$ cat config.mk
export PLATFORM = sky130hd
export DESIGN_NAME = smf_status
export DESIGN_NICKNAME = d
export VERILOG_FILES = /design/src/core/smf_sync.v /design/src/core/smf_cond.v /design/src/core/smf_status.v
export VERILOG_INCLUDE_DIRS = /design/src /design/src/core
export SDC_FILE = /design/constraint.sdc
export NUM_CORES = 1
export LEC_CHECK = 0
export ABC_AREA = 1
export BUFFER_PORTS_ARGS = -buffer_cell sky130_fd_sc_hd__buf_2
export CORE_UTILIZATION = 47
export DETAILED_ROUTE_END_ITERATION = 16
export PLACE_DENSITY = 0.76
export SLEW_MARGIN = 25
export SYNTH_ARGS = -nofsm -noshare
export SYNTH_HDL_FRONTEND = slang
export SYNTH_SLANG_ARGS = --single-unit
export TNS_END_PERCENT = 5
$ cat constraint.sdc
create_clock -name pclk -period 1.5 [get_ports pclk]
set_clock_uncertainty 0.1 [all_clocks]
set_input_delay 0.3 -clock pclk [delete_from_list [all_inputs] [get_ports pclk]]
set_output_delay 0.3 -clock pclk [all_outputs]
set_load 0.05 [all_outputs]
$ cat src/core/smf_consts.vh
// Summary of operation
// - Status bits 7:1 show target interface address
// - Status bits 15:9 show host interface address
// - Bit 24 flags ROM load finished or failed
// - Bit 25 set on unexpected NACK
// - Lost arbitration retries automatically, no software
// - Sixteen straight losses abort and set bit 26
// - Misplaced START or STOP sets bit 27
// - Bad sum or missing done sets bit 28
// - Load to unmapped register sets bit 29
// - Skip-sum control makes every checksum pass
// - Ignore-loss control continues after lost arbitration
`ifndef SMF_CONSTS_VH
`define SMF_CONSTS_VH

// ==========================================================
// Register map
`define SMF_ADDR_STATUS   12'h424
`define SMF_ADDR_CTRL     12'h428
`define SMF_ADDR_IRQ_STS  12'h440
`define SMF_ADDR_IRQ_MASK 12'h444

// ==========================================================
// Status field positions
`define SMF_TGT_LO        1
`define SMF_TGT_HI        7
`define SMF_HOST_LO       9
`define SMF_HOST_HI       15
`define SMF_LOAD_DONE     24
`define SMF_NACK          25
`define SMF_ARB           26
`define SMF_FRAME         27
`define SMF_SUM           28
`define SMF_UNMAP         29
`define SMF_ERR_LO        25
`define SMF_ERR_HI        29

// ==========================================================
// Control field positions
`define SMF_CTRL_IGN_ARB  16
`define SMF_CTRL_SKIP_SUM 17

// ==========================================================
// Reset values and counts
`define SMF_ERR_RESET     5'h00
`define SMF_ARB_TRIES     5'h10
`define SMF_CAPTURE_WAIT  2'h3

`endif

$ cat src/core/smf_sync.v
`timescale 1ns/100ps
module smf_sync
#(
  parameter WIDTH = 1
)
(
  input  wire             pclk,
  input  wire             presetn,
  input  wire [WIDTH-1:0] async_in,
  output reg  [WIDTH-1:0] sync_out
);

  // First stage is read only by the second one
  reg [WIDTH-1:0] meta;

  always @(posedge pclk or negedge presetn)
  begin
    if (!presetn)
    begin
      meta     <= {WIDTH{1'b0}};
      sync_out <= {WIDTH{1'b0}};
    end
    else
    begin
      meta     <= async_in;
      sync_out <= meta;
    end
  end

endmodule

$ cat src/core/smf_cond.v
`timescale 1ns/100ps
module smf_cond
(
  input  wire pclk,
  input  wire presetn,
  input  wire scl,
  input  wire sda,
  output reg  start_seen,
  output reg  stop_seen
);

  // Lines idle high, so reset to high avoids a false edge
  reg scl_q;
  reg sda_q;

  always @(posedge pclk or negedge presetn)
  begin
    if (!presetn)
    begin
      scl_q      <= 1'b1;
      sda_q      <= 1'b1;
      start_seen <= 1'b0;
      stop_seen  <= 1'b0;
    end
    else
    begin
      scl_q      <= scl;
      sda_q      <= sda;
      start_seen <= scl & scl_q & sda_q & ~sda;
      stop_seen  <= scl & scl_q & ~sda_q & sda;
    end
  end

endmodule

$ cat src/core/smf_status.v
`timescale 1ns/100ps
`include "smf_consts.vh"
module smf_status
(
  input  wire        pclk,
  input  wire        presetn,
  input  wire        psel,
  input  wire        penable,
  input  wire        pwrite,
  input  wire [11:0] paddr,
  input  wire [31:0] pwdata,
  output reg  [31:0] prdata,
  output wire        pready,
  output reg         pslverr,
  output wire        irq,
  input  wire        scl_in,
  input  wire        sda_in,
  input  wire [6:0]  target_addr_strap,
  input  wire [6:0]  host_addr_strap,
  input  wire        rom_load_strap,
  input  wire        host_busy,
  input  wire        txn_start,
  input  wire        nack_seen,
  input  wire        arb_lost,
  input  wire        arb_won,
  input  wire        rom_load_end,
  input  wire        rom_sum_bad,
  input  wire        rom_no_cfg_done,
  input  wire        rom_unmapped,
  output reg         arb_retry,
  output reg         arb_proceed,
  output reg         txn_abort
);

  // ==========================================================
  // Pin synchronisers
  wire [6:0]  tgt_sync;
  wire [6:0]  host_sync;
  wire        load_sync;
  wire        scl_sync;
  wire        sda_sync;
  wire        start_seen;
  wire        stop_seen;

  smf_sync
  #(
    .WIDTH(17)
  )
  u_sync
  (
    .pclk     (pclk),
    .presetn  (presetn),
    .async_in ({scl_in, sda_in, rom_load_strap,
                host_addr_strap, target_addr_strap}),
    .sync_out ({scl_sync, sda_sync, load_sync, host_sync, tgt_sync})
  );

  smf_cond u_cond
  (
    .pclk       (pclk),
    .presetn    (presetn),
    .scl        (scl_sync),
    .sda        (sda_sync),
    .start_seen (start_seen),
    .stop_seen  (stop_seen)
  );

  // ==========================================================
  // Strap capture after reset release
  reg [1:0] cap_cnt;
  reg       cap_done;
  reg [6:0] target_iface_addr;
  reg [6:0] host_iface_addr;
  reg       load_mode;

  always @(posedge pclk or negedge presetn)
  begin
    if (!presetn)
    begin
      cap_cnt           <= 2'h0;
      cap_done          <= 1'b0;
      target_iface_addr <= 7'h00;
      host_iface_addr   <= 7'h00;
      load_mode         <= 1'b0;
    end
    else if (!cap_done)
    begin
      // Wait out the synchroniser so the captured value is clean
      cap_cnt <= cap_cnt + 2'h1;
      if (cap_cnt == `SMF_CAPTURE_WAIT)
      begin
        cap_done          <= 1'b1;
        target_iface_addr <= tgt_sync;
        host_iface_addr   <= host_sync;
        load_mode         <= load_sync;
      end
    end
  end

  // ==========================================================
  // Bus access decode
  wire       setup_ph = psel & ~penable;
  wire       access   = psel & penable;
  wire       wr_acc   = access & pwrite;
  wire       rd_acc   = access & ~pwrite;

  function mapped;
    input [11:0] a;
    begin
      mapped = (a == `SMF_ADDR_STATUS) | (a == `SMF_ADDR_CTRL) |
               (a == `SMF_ADDR_IRQ_STS) | (a == `SMF_ADDR_IRQ_MASK);
    end
  endfunction

  assign pready = 1'b1;

  // ==========================================================
  // Control register
  reg ignore_arbitration_loss;
  reg skip_sum_check;

  always @(posedge pclk or negedge presetn)
  begin
    if (!presetn)
    begin
      ignore_arbitration_loss <= 1'b0;
      skip_sum_check          <= 1'b0;
    end
    else if (wr_acc && paddr == `SMF_ADDR_CTRL)
    begin
      ignore_arbitration_loss <= pwdata[`SMF_CTRL_IGN_ARB];
      skip_sum_check          <= pwdata[`SMF_CTRL_SKIP_SUM];
    end
  end

  // ==========================================================
  // Arbitration retry counter
  reg [4:0] loss_cnt;
  reg       arb_give_up;

  always @(posedge pclk or negedge presetn)
  begin
    if (!presetn)
    begin
      loss_cnt    <= 5'h00;
      arb_retry   <= 1'b0;
      arb_proceed <= 1'b0;
      txn_abort   <= 1'b0;
      arb_give_up <= 1'b0;
    end
    else
    begin
      arb_retry   <= 1'b0;
      arb_proceed <= 1'b0;
      txn_abort   <= 1'b0;
      arb_give_up <= 1'b0;
      if (txn_start || arb_won)
        loss_cnt <= 5'h00;
      else if (arb_lost)
      begin
        if (ignore_arbitration_loss)
          arb_proceed <= 1'b1;
        else if (loss_cnt == `SMF_ARB_TRIES - 5'h01)
        begin
          loss_cnt    <= 5'h00;
          txn_abort   <= 1'b1;
          arb_give_up <= 1'b1;
        end
        else
        begin
          loss_cnt  <= loss_cnt + 5'h01;
          arb_retry <= 1'b1;
        end
      end
    end
  end

  // ==========================================================
  // Boot load tracking
  reg  rom_load_complete;
  wire loading   = load_mode & cap_done & ~rom_load_complete;
  // A sum failure is masked entirely when the check is skipped
  wire sum_fault = loading &
                   ((rom_sum_bad & ~skip_sum_check) |
                    rom_no_cfg_done);
  wire unmap_ev  = loading & rom_unmapped;

  always @(posedge pclk or negedge presetn)
  begin
    if (!presetn)
      rom_load_complete <= 1'b0;
    else if (loading && (rom_load_end || sum_fault || unmap_ev))
      rom_load_complete <= 1'b1;
  end

  // ==========================================================
  // Error events, sticky flags
  wire [4:0] err_ev;
  assign err_ev[0] = nack_seen;
  assign err_ev[1] = arb_give_up;
  assign err_ev[2] = host_busy & (start_seen | stop_seen);
  assign err_ev[3] = sum_fault;
  assign err_ev[4] = unmap_ev;

  reg  [4:0] err_flag;
  reg  [4:0] irq_sts;
  reg  [4:0] irq_mask;
  wire [4:0] w1c_hit;
  wire [4:0] rc_hit;

  assign w1c_hit = (wr_acc && paddr == `SMF_ADDR_STATUS) ?
                   pwdata[`SMF_ERR_HI:`SMF_ERR_LO] : 5'h00;
  assign rc_hit  = (rd_acc && paddr == `SMF_ADDR_IRQ_STS) ?
                   prdata[`SMF_ERR_HI:`SMF_ERR_LO] : 5'h00;

  genvar gi;
  generate
    for (gi = 0; gi < 5; gi = gi + 1)
    begin : g_flag
      always @(posedge pclk or negedge presetn)
      begin
        if (!presetn)
        begin
          err_flag[gi] <= 1'b0;
          irq_sts[gi]  <= 1'b0;
        end
        else
        begin
          // A new event beats a clear in the same cycle
          if (err_ev[gi])
            err_flag[gi] <= 1'b1;
          else if (w1c_hit[gi])
            err_flag[gi] <= 1'b0;
          if (err_ev[gi])
            irq_sts[gi] <= 1'b1;
          else if (rc_hit[gi])
            irq_sts[gi] <= 1'b0;
        end
      end
    end
  endgenerate

  always @(posedge pclk or negedge presetn)
  begin
    if (!presetn)
      irq_mask <= 5'h00;
    else if (wr_acc && paddr == `SMF_ADDR_IRQ_MASK)
      irq_mask <= pwdata[`SMF_ERR_HI:`SMF_ERR_LO];
  end

  assign irq = |(irq_sts & irq_mask);

  // ==========================================================
  // Read data, fetched in setup so it leaves a flip-flop
  reg [31:0] next_rdata;

  always @*
  begin
    next_rdata = 32'h0000_0000;
    case (paddr)
      `SMF_ADDR_STATUS:
      begin
        next_rdata[`SMF_TGT_HI:`SMF_TGT_LO]   = target_iface_addr;
        next_rdata[`SMF_HOST_HI:`SMF_HOST_LO] = host_iface_addr;
        next_rdata[`SMF_LOAD_DONE]            = rom_load_complete;
        next_rdata[`SMF_ERR_HI:`SMF_ERR_LO]   = err_flag;
      end
      `SMF_ADDR_CTRL:
      begin
        next_rdata[`SMF_CTRL_IGN_ARB]  = ignore_arbitration_loss;
        next_rdata[`SMF_CTRL_SKIP_SUM] = skip_sum_check;
      end
      `SMF_ADDR_IRQ_STS:
        next_rdata[`SMF_ERR_HI:`SMF_ERR_LO] = irq_sts;
      `SMF_ADDR_IRQ_MASK:
        next_rdata[`SMF_ERR_HI:`SMF_ERR_LO] = irq_mask;
      default:
        next_rdata = 32'h0000_0000;
    endcase
  end

  always @(posedge pclk or negedge presetn)
  begin
    if (!presetn)
    begin
      prdata  <= 32'h0000_0000;
      pslverr <= 1'b0;
    end
    else if (setup_ph)
    begin
      prdata  <= pwrite ? 32'h0000_0000 : next_rdata;
      pslverr <= ~mapped(paddr);
    end
    else if (!psel)
      pslverr <= 1'b0;
  end

endmodule

==> results.toml, run 1 <==
[sta]
fin_crit_ns = 1.73
fmax_mhz = 577
tns_ns = -0.234
maxSlewHeadroom_pct = 51.8
setup_violations = 1
hold_viol = 0
rsz0062_at_grt = "yes"
worstMarginPinSlew_ns = 0.722
finalCritPeriodShare_pct = 116
final_max_slew_viol_count = 0
setup_ws_ns = -0.234

[placed_design]
place_ws_ns = -0.0437
placedCellCount = 579
gp_congestion = 0.906
io_buffers = 76
dp_hpwl_um = 5710

[yosys]
synth.most_common_cell = "nand2_1"
synthSimpleGateAreaFrac_pct = 19.7
synth_xor_area_share_pct = 0.426
synth_area_per_cell_um2 = 10.5
yosysUniqueCellTypes = 36
synth_area_mm2 = 0.00411
seq_area_frac_synth_pct = 64.0
ys_seq_elements = 105
muxShareOfSynthArea_pct = 3.84
async_flop_share_pct = 100
synth_compound_area_share_pct = 5.03
yosys-top-cells-area = "dfrtp_1, nand2_1, mux2_2"
synthFlopType = "dfrtp_1"
synthAdderAreaFrac_pct = 0.609
yosys.area.top_type = "dfrtp_1"
yosysWarningCount = 0
synth_edf_count = 0
synth_top_family_by_area = "simple AND/OR/NAND/NOR gates"
synth_top_area_share_pct = 62.7
synth_common_cells = "nand2_1, dfrtp_1, inv_1"
syn-instance-count = 391

[clock_network]
cts.sinks = 105
cts-root-buf = "clkbuf_8"
numCtsBuffers = 9
insertion_delay_ns = 0.35
clk_pin_slew_ns = 0.09
cts_tree = "yes"
clock_path_buffers = 2
cts_max_level = 3

[job]
drv_cap = 0

[floorplanning]
rows = 33
io_pins = 113
die_area_mm2 = 0.00912
coreArea_mm2 = 0.00834
die_w_um = 95.5
start_util_pct = 49.2
die_h_um = 95.5

[route]
drt-wirelength-per-cell_um = 12.8
vias_per_cell = 4.73
drcViolationCount = 0
first_iter_violations = 157
routed_wl_um = 7900
final_antenna_net_count = 0
vias = 2926
first_pass_iters = 4

[run_status]
violations = "negative setup slack"
status = "complete, but fails checks"

[finish]
multiInputGateArea_mm2 = 0.00126
layout-drive-gt1-share_pct = 28.2
areaGrowthSynthToFinish_pct = 25.3
nets = 586
diodes = 0
nFillCells = 667
final_cells = 619
seq_area_mm2 = 0.00263

[global_routing]
grt_max_degree = 39
grt_pass1_wl_um = 12500
grt_usage_pct = 18.2
grtUsageMet1_pct = 24.7
grt_overflow = 0
grtUsageMet2_pct = 29.9
busiest_layer = "met2"
grt_use_met3_pct = 2.71
grt_pass1_vias = 2701
antenna_found_initial = 0

[power_and_ir_drop]
ir_worst_vdd_uv = 513
power.leakage_nw = 2.66
p_per_area_mw_per_mm2 = 998

[setup_path]
required_ns = 1.10
crit_arrival_ns = 1.33
critPathCaptureType = "primary output"
crit_type = "register to primary output"
worst-path-max-fanout = 2
cp-start-kind = "register"

[hold_path]
holdCritPathClass = "input pin to register"
==> cell usage in the layout, fill, tap and decap left out, drive strengths merged <==
cell type,n
xnor2,1
o21ai,22
a221oi,1
dfrtp,103
o31ai,4
ha,2
nor3,6
inv,36
or2,1
and3,1
nor2,28
nand2,110
dfstp,2
clkinvlp,1
buf,97
a21oi,5
xor2,1
dlygate4sd3,18
conb,11
mux2,14
a21o,1
bufinv,2
nand4,1
nand3,32
a211oi,1
clkbuf,12
o22ai,1
==> worst max-delay path: stages, from the launching register on <==
cell and delay (ns):
dfrtp_1 0.41, nand2_1 0.07, nand2_1 0.07, a221oi_2 0.17, nand2_1 0.11, buf_6 0.17
==> final timing paths <==
path / slack (ns) / start / cells after the start / to
worst min-delay path: 0.05 / nack_seen / 3 / err_flag[0]$_DFFE_PN0P_
worst min register to register: 0.25 / u_sync.meta[9]$_DFF_PN0_ / 0 / u_sync.sync_out[9]$_DFF_PN0_
worst max-delay path: -0.23 / irq_sts[1]$_DFFE_PN0P_ / 5 / irq
min in group asynchronous: 0.30 / presetn / 2 / u_sync.sync_out[4]$_DFF_PN0_
max in group asynchronous: 0.47 / presetn / 3 / irq_sts[2]$_DFFE_PN0P_
worst max register to register: 0.08 / cap_cnt[0]$_DFFE_PN0N_ / 4 / target_iface_addr[1]$_DFFE_PN0P_
==> power breakdown <==
| group | total, mW | switching (mW) | internal [mW] |
|---|---|---|---|
| Clock | 1.83 | 0.881 | 0.949 |
| Combinational | 0.368 | 0.232 | 0.136 |
| Sequential | 2.94 | 0.0290 | 2.91 |
| Total | 5.14 | 1.14 | 3.99 |
==> sequential cells by signal, indices dropped and copies added, names as in the netlist, 2 cells and up <==
signal             cells
irq_mask               5
u_sync.sync_out       17
err_flag               5
cap_cnt                2
target_iface_addr      7
host_iface_addr        7
prdata                22
loss_cnt               5
irq_sts                5
u_sync.meta           17
==> timing repair <==
action                                  CTS  global route
pin swaps                                 1             1
hold buffers                             18             0
endpoints found under the setup margin    1             1
setup buffers                             4             2
endpoints found under the hold margin    40             0
resized for setup                         3             0
==> metal layers <==
| layer | part of all wire [%] | vias to the layer above |
|---|---|---|
| li1 | - | 1459 |
| met1 | 46 | 1384 |
| met2 | 48 | 75 |
| met3 | 4.6 | 8 |
| met4 | 1.2 | 0 |
| met5 | 0 | - |
==> cells by family (layout without fill, tap and decap cells) <==
| kind of cell | count (synthesis) | in the layout |
|---|---|---|
| compound gates | 35 | 35 |
| xor+xnor | 2 | 2 |
| fa+ha+maj | 2 | 2 |
| buf+inv | 52 | 166 |
| flops | 105 | 105 |
| mux | 14 | 14 |
| other cells | 2 | 11 |
| simple gates | 179 | 179 |
==> per-stage QoR <==
step	cell area [um^2]	util (%)	hold WS, ns	total power [mW]
after floorplan	4140	-	-0.0956	3.17
after global placement	4700	56.3	0.143	3.32
after detailed placement	4700	56.3	0.144	3.33
after CTS	5130	61.5	0.0363	5.20
after global routing	5150	61.7	0.0480	5.37
final	5150	61.7	0.0496	5.14
==> cell type report <==
| type | count | share of cell area, % |
|---|---|---|
| clock inverter | 4 | 1.48 |
| multi-input combinational | 243 | 24.6 |
| timing repair buffer | 115 | 15.1 |
| clock buffer | 12 | 2.63 |
| inverter | 35 | 2.55 |
| tap | 105 | 2.55 |
| sequential | 105 | 51.1 |
Note: power is estimated with default switching activity, not from simulation.
==> run 2, diff against run 1 <==
- CELL_PAD_IN_SITES_DETAIL_PLACEMENT: unset -> 1
- CELL_PAD_IN_SITES_GLOBAL_PLACEMENT: unset -> 2
- CORE_UTILIZATION: 47 -> 29
- HOLD_SLACK_MARGIN: unset -> 0.15
- PLACE_DENSITY: 0.76 -> unset
- PLACE_DENSITY_LB_ADDON: unset -> 0.1
- SYNTH_HIERARCHICAL: unset -> 1
==> run 2 against run 1 <==
Effect of this change: the run still ends with negative setup slack left; critical path depth is the same; synthesized area shrank 1.3%; sequential cell count is the same; via count grew 2.1%; routed wire length grew 20%; first-iteration DRC count shrank 44%; synthesized cell count shrank 1.0%; combinational power grew 7.1%; clock power grew 24%; count of clock-buffer cells in the layout shrank 3; non-clock buffer count grew 13; largest cell class unchanged.
==> results.toml, run 2 <==
[yosys]
ys_seq_elements = 105
syn-instance-count = 387
synth_area_mm2 = 0.00405
yosysUniqueCellTypes = 33
synth_top_area_share_pct = 63.6
synth_area_per_cell_um2 = 10.5
synthFlopType = "dfrtp_1"
async_flop_share_pct = 100
yosysWarningCount = 6
yosys-top-cells-area = "dfrtp_1, nand2_1, mux2_2"
yosys.area.top_type = "dfrtp_1"
synth.most_common_cell = "nand2_1"
synth_common_cells = "nand2_1, dfrtp_1, inv_1"
synth_edf_count = 0
seq_area_frac_synth_pct = 64.9

[sta]
hold_viol = 0
fmax_mhz = 575
setup_ws_ns = -0.238
final_max_slew_viol_count = 0
fin_crit_ns = 1.74
rsz0062_at_grt = "yes"
setup_violations = 1
finalCritPeriodShare_pct = 116

[setup_path]
critPathMostFrequentCell = "nand2_1"
path_cells = "nand2_1, nand2_1, a221oi_2, nand2_1, buf_6"
crit_arrival_ns = 1.34
crit_type = "register to primary output"
required_ns = 1.10
critPathCaptureType = "primary output"
cp-start-kind = "register"
worst-path-max-fanout = 2
ff2ff_setup_slack_ns = 0.05
crit_family = "flip-flops"
slowest_stage = "dfrtp_1"
slowest_delay_ns = 0.40
cp.buffers_inverters = 1

[floorplanning]
io_pins = 113
die_w_um = 120
rows = 42
die_h_um = 120
coreArea_mm2 = 0.0135
die_area_mm2 = 0.0145
start_util_pct = 30.1

[finish]
areaGrowthSynthToFinish_pct = 32.5
seq_area_mm2 = 0.00263
layout-drive-gt1-share_pct = 27.6
post-route-util_pct = 39.9
nets = 594
mostFrequentLayoutCells = "nand2_1, dfrtp_1, buf_2"
diodes = 0
multiInputGateArea_mm2 = 0.00121
top_register = "prdata"
nFillCells = 1559
largest_reg_flops = 22
top_regs = "prdata x22, u_sync/meta x17, u_sync/sync_out x17"
final_area_mm2 = 0.00537
mostFrequentLayoutCell = "nand2_1"
final_cells = 697

[clock_network]
cts_tree = "yes"
cts_max_level = 3
numCtsBuffers = 9
insertion_delay_ns = 0.35
cts-root-buf = "clkbuf_16"
cts.sinks = 105
clock_path_buffers = 2
clk_pin_slew_ns = 0.07

[placed_design]
dp_hpwl_um = 6630
placedCellCount = 648
gp_congestion = 0.749
io_buffers = 76
placement.cell_area_mm2 = 0.00473

[global_routing]
grt_usage_pct = 14.4
grt_max_degree = 83
antenna_found_initial = 0
grt_overflow = 0
grt_pass1_wl_um = 15800
grt_pass1_vias = 3076

[route]
first_iter_violations = 88
vias_per_cell = 4.29
drt-wirelength-per-cell_um = 13.6
final_antenna_net_count = 0
routed_wl_um = 9480
drcViolationCount = 0
vias = 2988
first_pass_iters = 4

[run_status]
status = "complete, but fails checks"
violations = "negative setup slack"

[power_and_ir_drop]
finalPower_mw = 5.60
ir_worst_vdd_uv = 721
p_per_area_mw_per_mm2 = 1040
power.leakage_nw = 2.70

[job]
drv_cap = 0

[hold_path]
holdCritPathClass = "input pin to register"
-- run 2: final timing paths --
kind	from	end	depth (start not counted)
max	irq_sts[0]$_DFFE_PN0P_	irq	5
min	txn_start	arb_proceed$_DFF_PN0_	4
max reg2reg	cap_cnt[0]$_DFFE_PN0N_	target_iface_addr[5]$_DFFE_PN0P_	4
min reg2reg	u_sync/meta[15]$_DFF_PN0_	u_sync/sync_out[15]$_DFF_PN0_	0
max in group asynchronous	presetn	u_sync/sync_out[9]$_DFF_PN0_	3
min in group asynchronous	presetn	loss_cnt[2]$_DFFE_PN0P_	3
-- run 2: power breakdown --
group	internal [mW]	leakage (nW)	switching, mW
registers	2.91	1.30	0.0282
logic	0.157	1.26	0.236
clock network	1.16	0.138	1.11
-- run 2: logic make-up after synthesis --
group / after synthesis / synth area share [%]
flip-flops: 105 / 64.9
multiplexers: 14 / 3.89
XOR/XNOR: 2 / 0.432
other: 2 / 0.185
buffers and inverters: 52 / 6.39
AO/OA/AOI/OAI: 35 / 5.06
adder cells (fa/ha/maj): 2 / 0.617
AND/OR/NAND/NOR: 175 / 18.5
-- run 2: repair_timing --
action	4_1_cts	5_1_grt
pin swaps	1	1
hold endpoints to repair	139	0
gates resized for setup	3	2
setup buffers	1	1
hold buffers	32	0
endpoints found under the setup margin	1	2
-- run 2: final cells by class --
| class | count | share of cell area (%) |
|---|---|---|
| Clock buffer | 9 | 4.19 |
| Timing Repair Buffer | 128 | 16.7 |
| Multi-Input combinational cell | 239 | 22.5 |
| Tap cell | 176 | 4.10 |
| Clock inverter | 6 | 1.14 |
| Inverter | 34 | 2.38 |
| Sequential cell | 105 | 49.0 |
-- run 2: per-layer routing --
metal  track usage (%)  up-vias  share of wire (%)
li1                  -     1467                  -
met1              18.4     1446                 47
met2              23.5       68                 47
met3              4.72        7                5.1
met4              3.70        0               0.98
met5                 0        -                  0
-- run 2: tightest hold or removal path: stages --
cell    delay, ns
buf_2        0.08
nor2_1       0.04
inv_1        0.11
nor2_1       0.06
-- run 2: metrics by stage --
stage / setup WS (ns) / TNS (ns) / hold WS, ns
after floorplan: 0.0582 / 0 / -0.0956
after global placement: -0.0450 / -0.478 / 0.231
after detailed placement: -0.0719 / -0.847 / 0.232
after CTS: -0.275 / -0.275 / 0.150
after global routing: -0.303 / -0.303 / 0.200
final: -0.238 / -0.238 / 0.174
==> run 3, diff against run 2 <==
- clock period: 1.5 -> 1.45 ns (I/O delays scaled with it)
==> run 3 against run 2 <==
Effect of this change: the run still ends with negative setup slack left; global-route usage is essentially flat; setup slack got worse by 0.0066 ns; clock power grew 12%; power increased by 7.3%; count of clock-buffer cells in the layout increased by 2; die area unchanged; via count increased by 0.27%; critical path depth down 2; largest power group unchanged; sequential cell count stayed put; worst hold slack worse by 0.013 ns; first-iteration DRC count up 8.0%; cell area grew 2.3%.
==> results.toml, run 3 (synthesis gave the netlist of run 2 again) <==
[run_status]
status = "complete, but fails checks"
violations = "negative setup slack"

[clock_network]
cts.sinks = 105
clk_pin_slew_ns = 0.07
cts_tree = "yes"
cts-root-buf = "clkbuf_16"
numCtsBuffers = 9
clock_path_buffers = 2
cts_max_level = 3
insertion_delay_ns = 0.35

[sta]
finalCritPeriodShare_pct = 117
fin_crit_ns = 1.70
tns_ns = -0.245
fmax_mhz = 590
setup_ws_ns = -0.245
setup_violations = 1
whs_ns = 0.160
hold_viol = 0
rsz0062_at_grt = "yes"
final_max_slew_viol_count = 0

[route]
routed_wl_um = 9420
final_antenna_net_count = 0
first_pass_iters = 4
first_iter_violations = 95
wl_met3_um = 442
dr.max_layer_used = "met4"
wl_met1_um = 4480
vias_per_cell = 4.24
drcViolationCount = 0
drt-wirelength-per-cell_um = 13.3
vias = 2996
wl_met2_um = 4300

[global_routing]
grt_usage_pct = 14.4
grt_pass1_wl_um = 15900
antenna_found_initial = 0
grt_max_degree = 38
grt_pass1_vias = 3241
grt_overflow = 0

[power_and_ir_drop]
seq_power_share_pct = 50.6
p_per_area_mw_per_mm2 = 1090
power.internal_mw = 4.63
power.leakage_nw = 2.76
ir_worst_vdd_uv = 588
p_clk_share_pct = 42.4
sw_frac_of_total_pct = 23.0
power_switching_mw = 1.38
combPwrFrac_pct = 7.0
finalPower_mw = 6.01

[setup_path]
path_cells = "a221oi_2, nand2_1, buf_6"
crit_family = "flip-flops"
slowest_stage = "dfrtp_1"
critPathCaptureType = "primary output"
crit_path_end = "irq"
startpoint = "irq_sts[3]$_DFFE_PN0P_"
ff2ff_setup_slack_ns = 0.05
cp.buffers_inverters = 1
crit_arrival_ns = 1.31
slowest_delay_ns = 0.41
rr_startpoint = "cap_cnt[0]$_DFFE_PN0N_"
cp.depth = 3
r2r_end = "target_iface_addr[3]$_DFFE_PN0P_"
cp-start-kind = "register"
r2r_cells = 4
crit_type = "register to primary output"
required_ns = 1.06
worst-path-max-fanout = 2

[finish]
top_register = "prdata"
largest_reg_flops = 22
areaGrowthSynthToFinish_pct = 35.6
layout-drive-gt1-share_pct = 28.7
mostFrequentLayoutCell = "nand2_1"
top_regs = "prdata x22, u_sync/meta x17, u_sync/sync_out x17"
mostFrequentLayoutCells = "nand2_1, dfrtp_1, buf_2"
final_cells = 706
nets = 602
post-route-util_pct = 40.8
diodes = 0
final_area_mm2 = 0.00549

[placed_design]
place_ws_ns = -0.0691
placedCellCount = 655
gp_congestion = 0.750
dp_hpwl_um = 6790
placement.cell_area_mm2 = 0.00481
io_buffers = 76

[floorplanning]
die_h_um = 120
die_w_um = 120
start_util_pct = 30.1
io_pins = 113
coreArea_mm2 = 0.0135
rows = 42
die_area_mm2 = 0.0145

[job]
drv_cap = 0

[hold_path]
hp-start = "arb_won"
holdCritPathClass = "input pin to register"
-- run 3: cell count changes in the layout (fill, tap and decap cells not counted), sizes merged --
| cell | change |
|---|---|
| buf | +7 |
| bufinv | +1 |
| dlygate4sd3 | +1 |
| inv | -3 |
| clkbuf | +2 |
| clkinvlp | +1 |
-- run 3: area by class of cell --
| class | instances | area [um^2] |
|---|---|---|
| Clock inverter | 5 | 61.3 |
| Clock buffer | 11 | 253 |
| Multi-Input combinational cell | 239 | 1210 |
| Fill cell | 1553 | 7960 |
| Tap cell | 176 | 220 |
| Inverter | 34 | 128 |
| Timing Repair Buffer | 136 | 993 |
| Sequential cell | 105 | 2630 |
-- run 3: worst min-delay path by stage --
stage,end,slack [ns],depth (start not counted)
after floorplan,arb_give_up$_DFF_PN0_,-0.11,0
after global placement,loss_cnt[2]$_DFFE_PN0P_,0.16,1
after detailed placement,loss_cnt[2]$_DFFE_PN0P_,0.17,1
after CTS,arb_proceed$_DFF_PN0_,0.13,4
after global routing,arb_proceed$_DFF_PN0_,0.18,4
final,arb_proceed$_DFF_PN0_,0.16,4
-- run 3: timing repair --
item	4_1_cts	5_1_grt
pin swaps	1	2
buffers inserted	1	1
endpoints found under the setup margin	4	17
resized for setup	6	2
hold endpoints to repair	103	0
hold buffers	33	0
-- run 3: worst reg2reg max path, delay by kind of cell (launching register included) --
family,cells,cell delay (ns)
flip-flops,1,0.40
multiplexers,1,0.34
adder cells (fa/ha/maj),1,0.20
buffers and inverters,1,0.14
AND/OR/NAND/NOR,1,0.10
-- run 3: metal layers --
layer,global-route usage (%),vias up
li1,-,1479
met1,19.1,1436
met4,6.33,0
met5,0,-
met2,22.4,66
met3,3.68,15
-- run 3: power groups by stage --
stage | Sequential (mW) | Clock [mW] | Combinational (mW)
floorplan | 3.10 | 0 | 0.173
global placement | 3.09 | 0 | 0.357
detailed placement | 3.10 | 0 | 0.363
CTS | 3.04 | 2.65 | 0.432
global route | 3.05 | 2.75 | 0.471
finish | 3.04 | 2.55 | 0.422
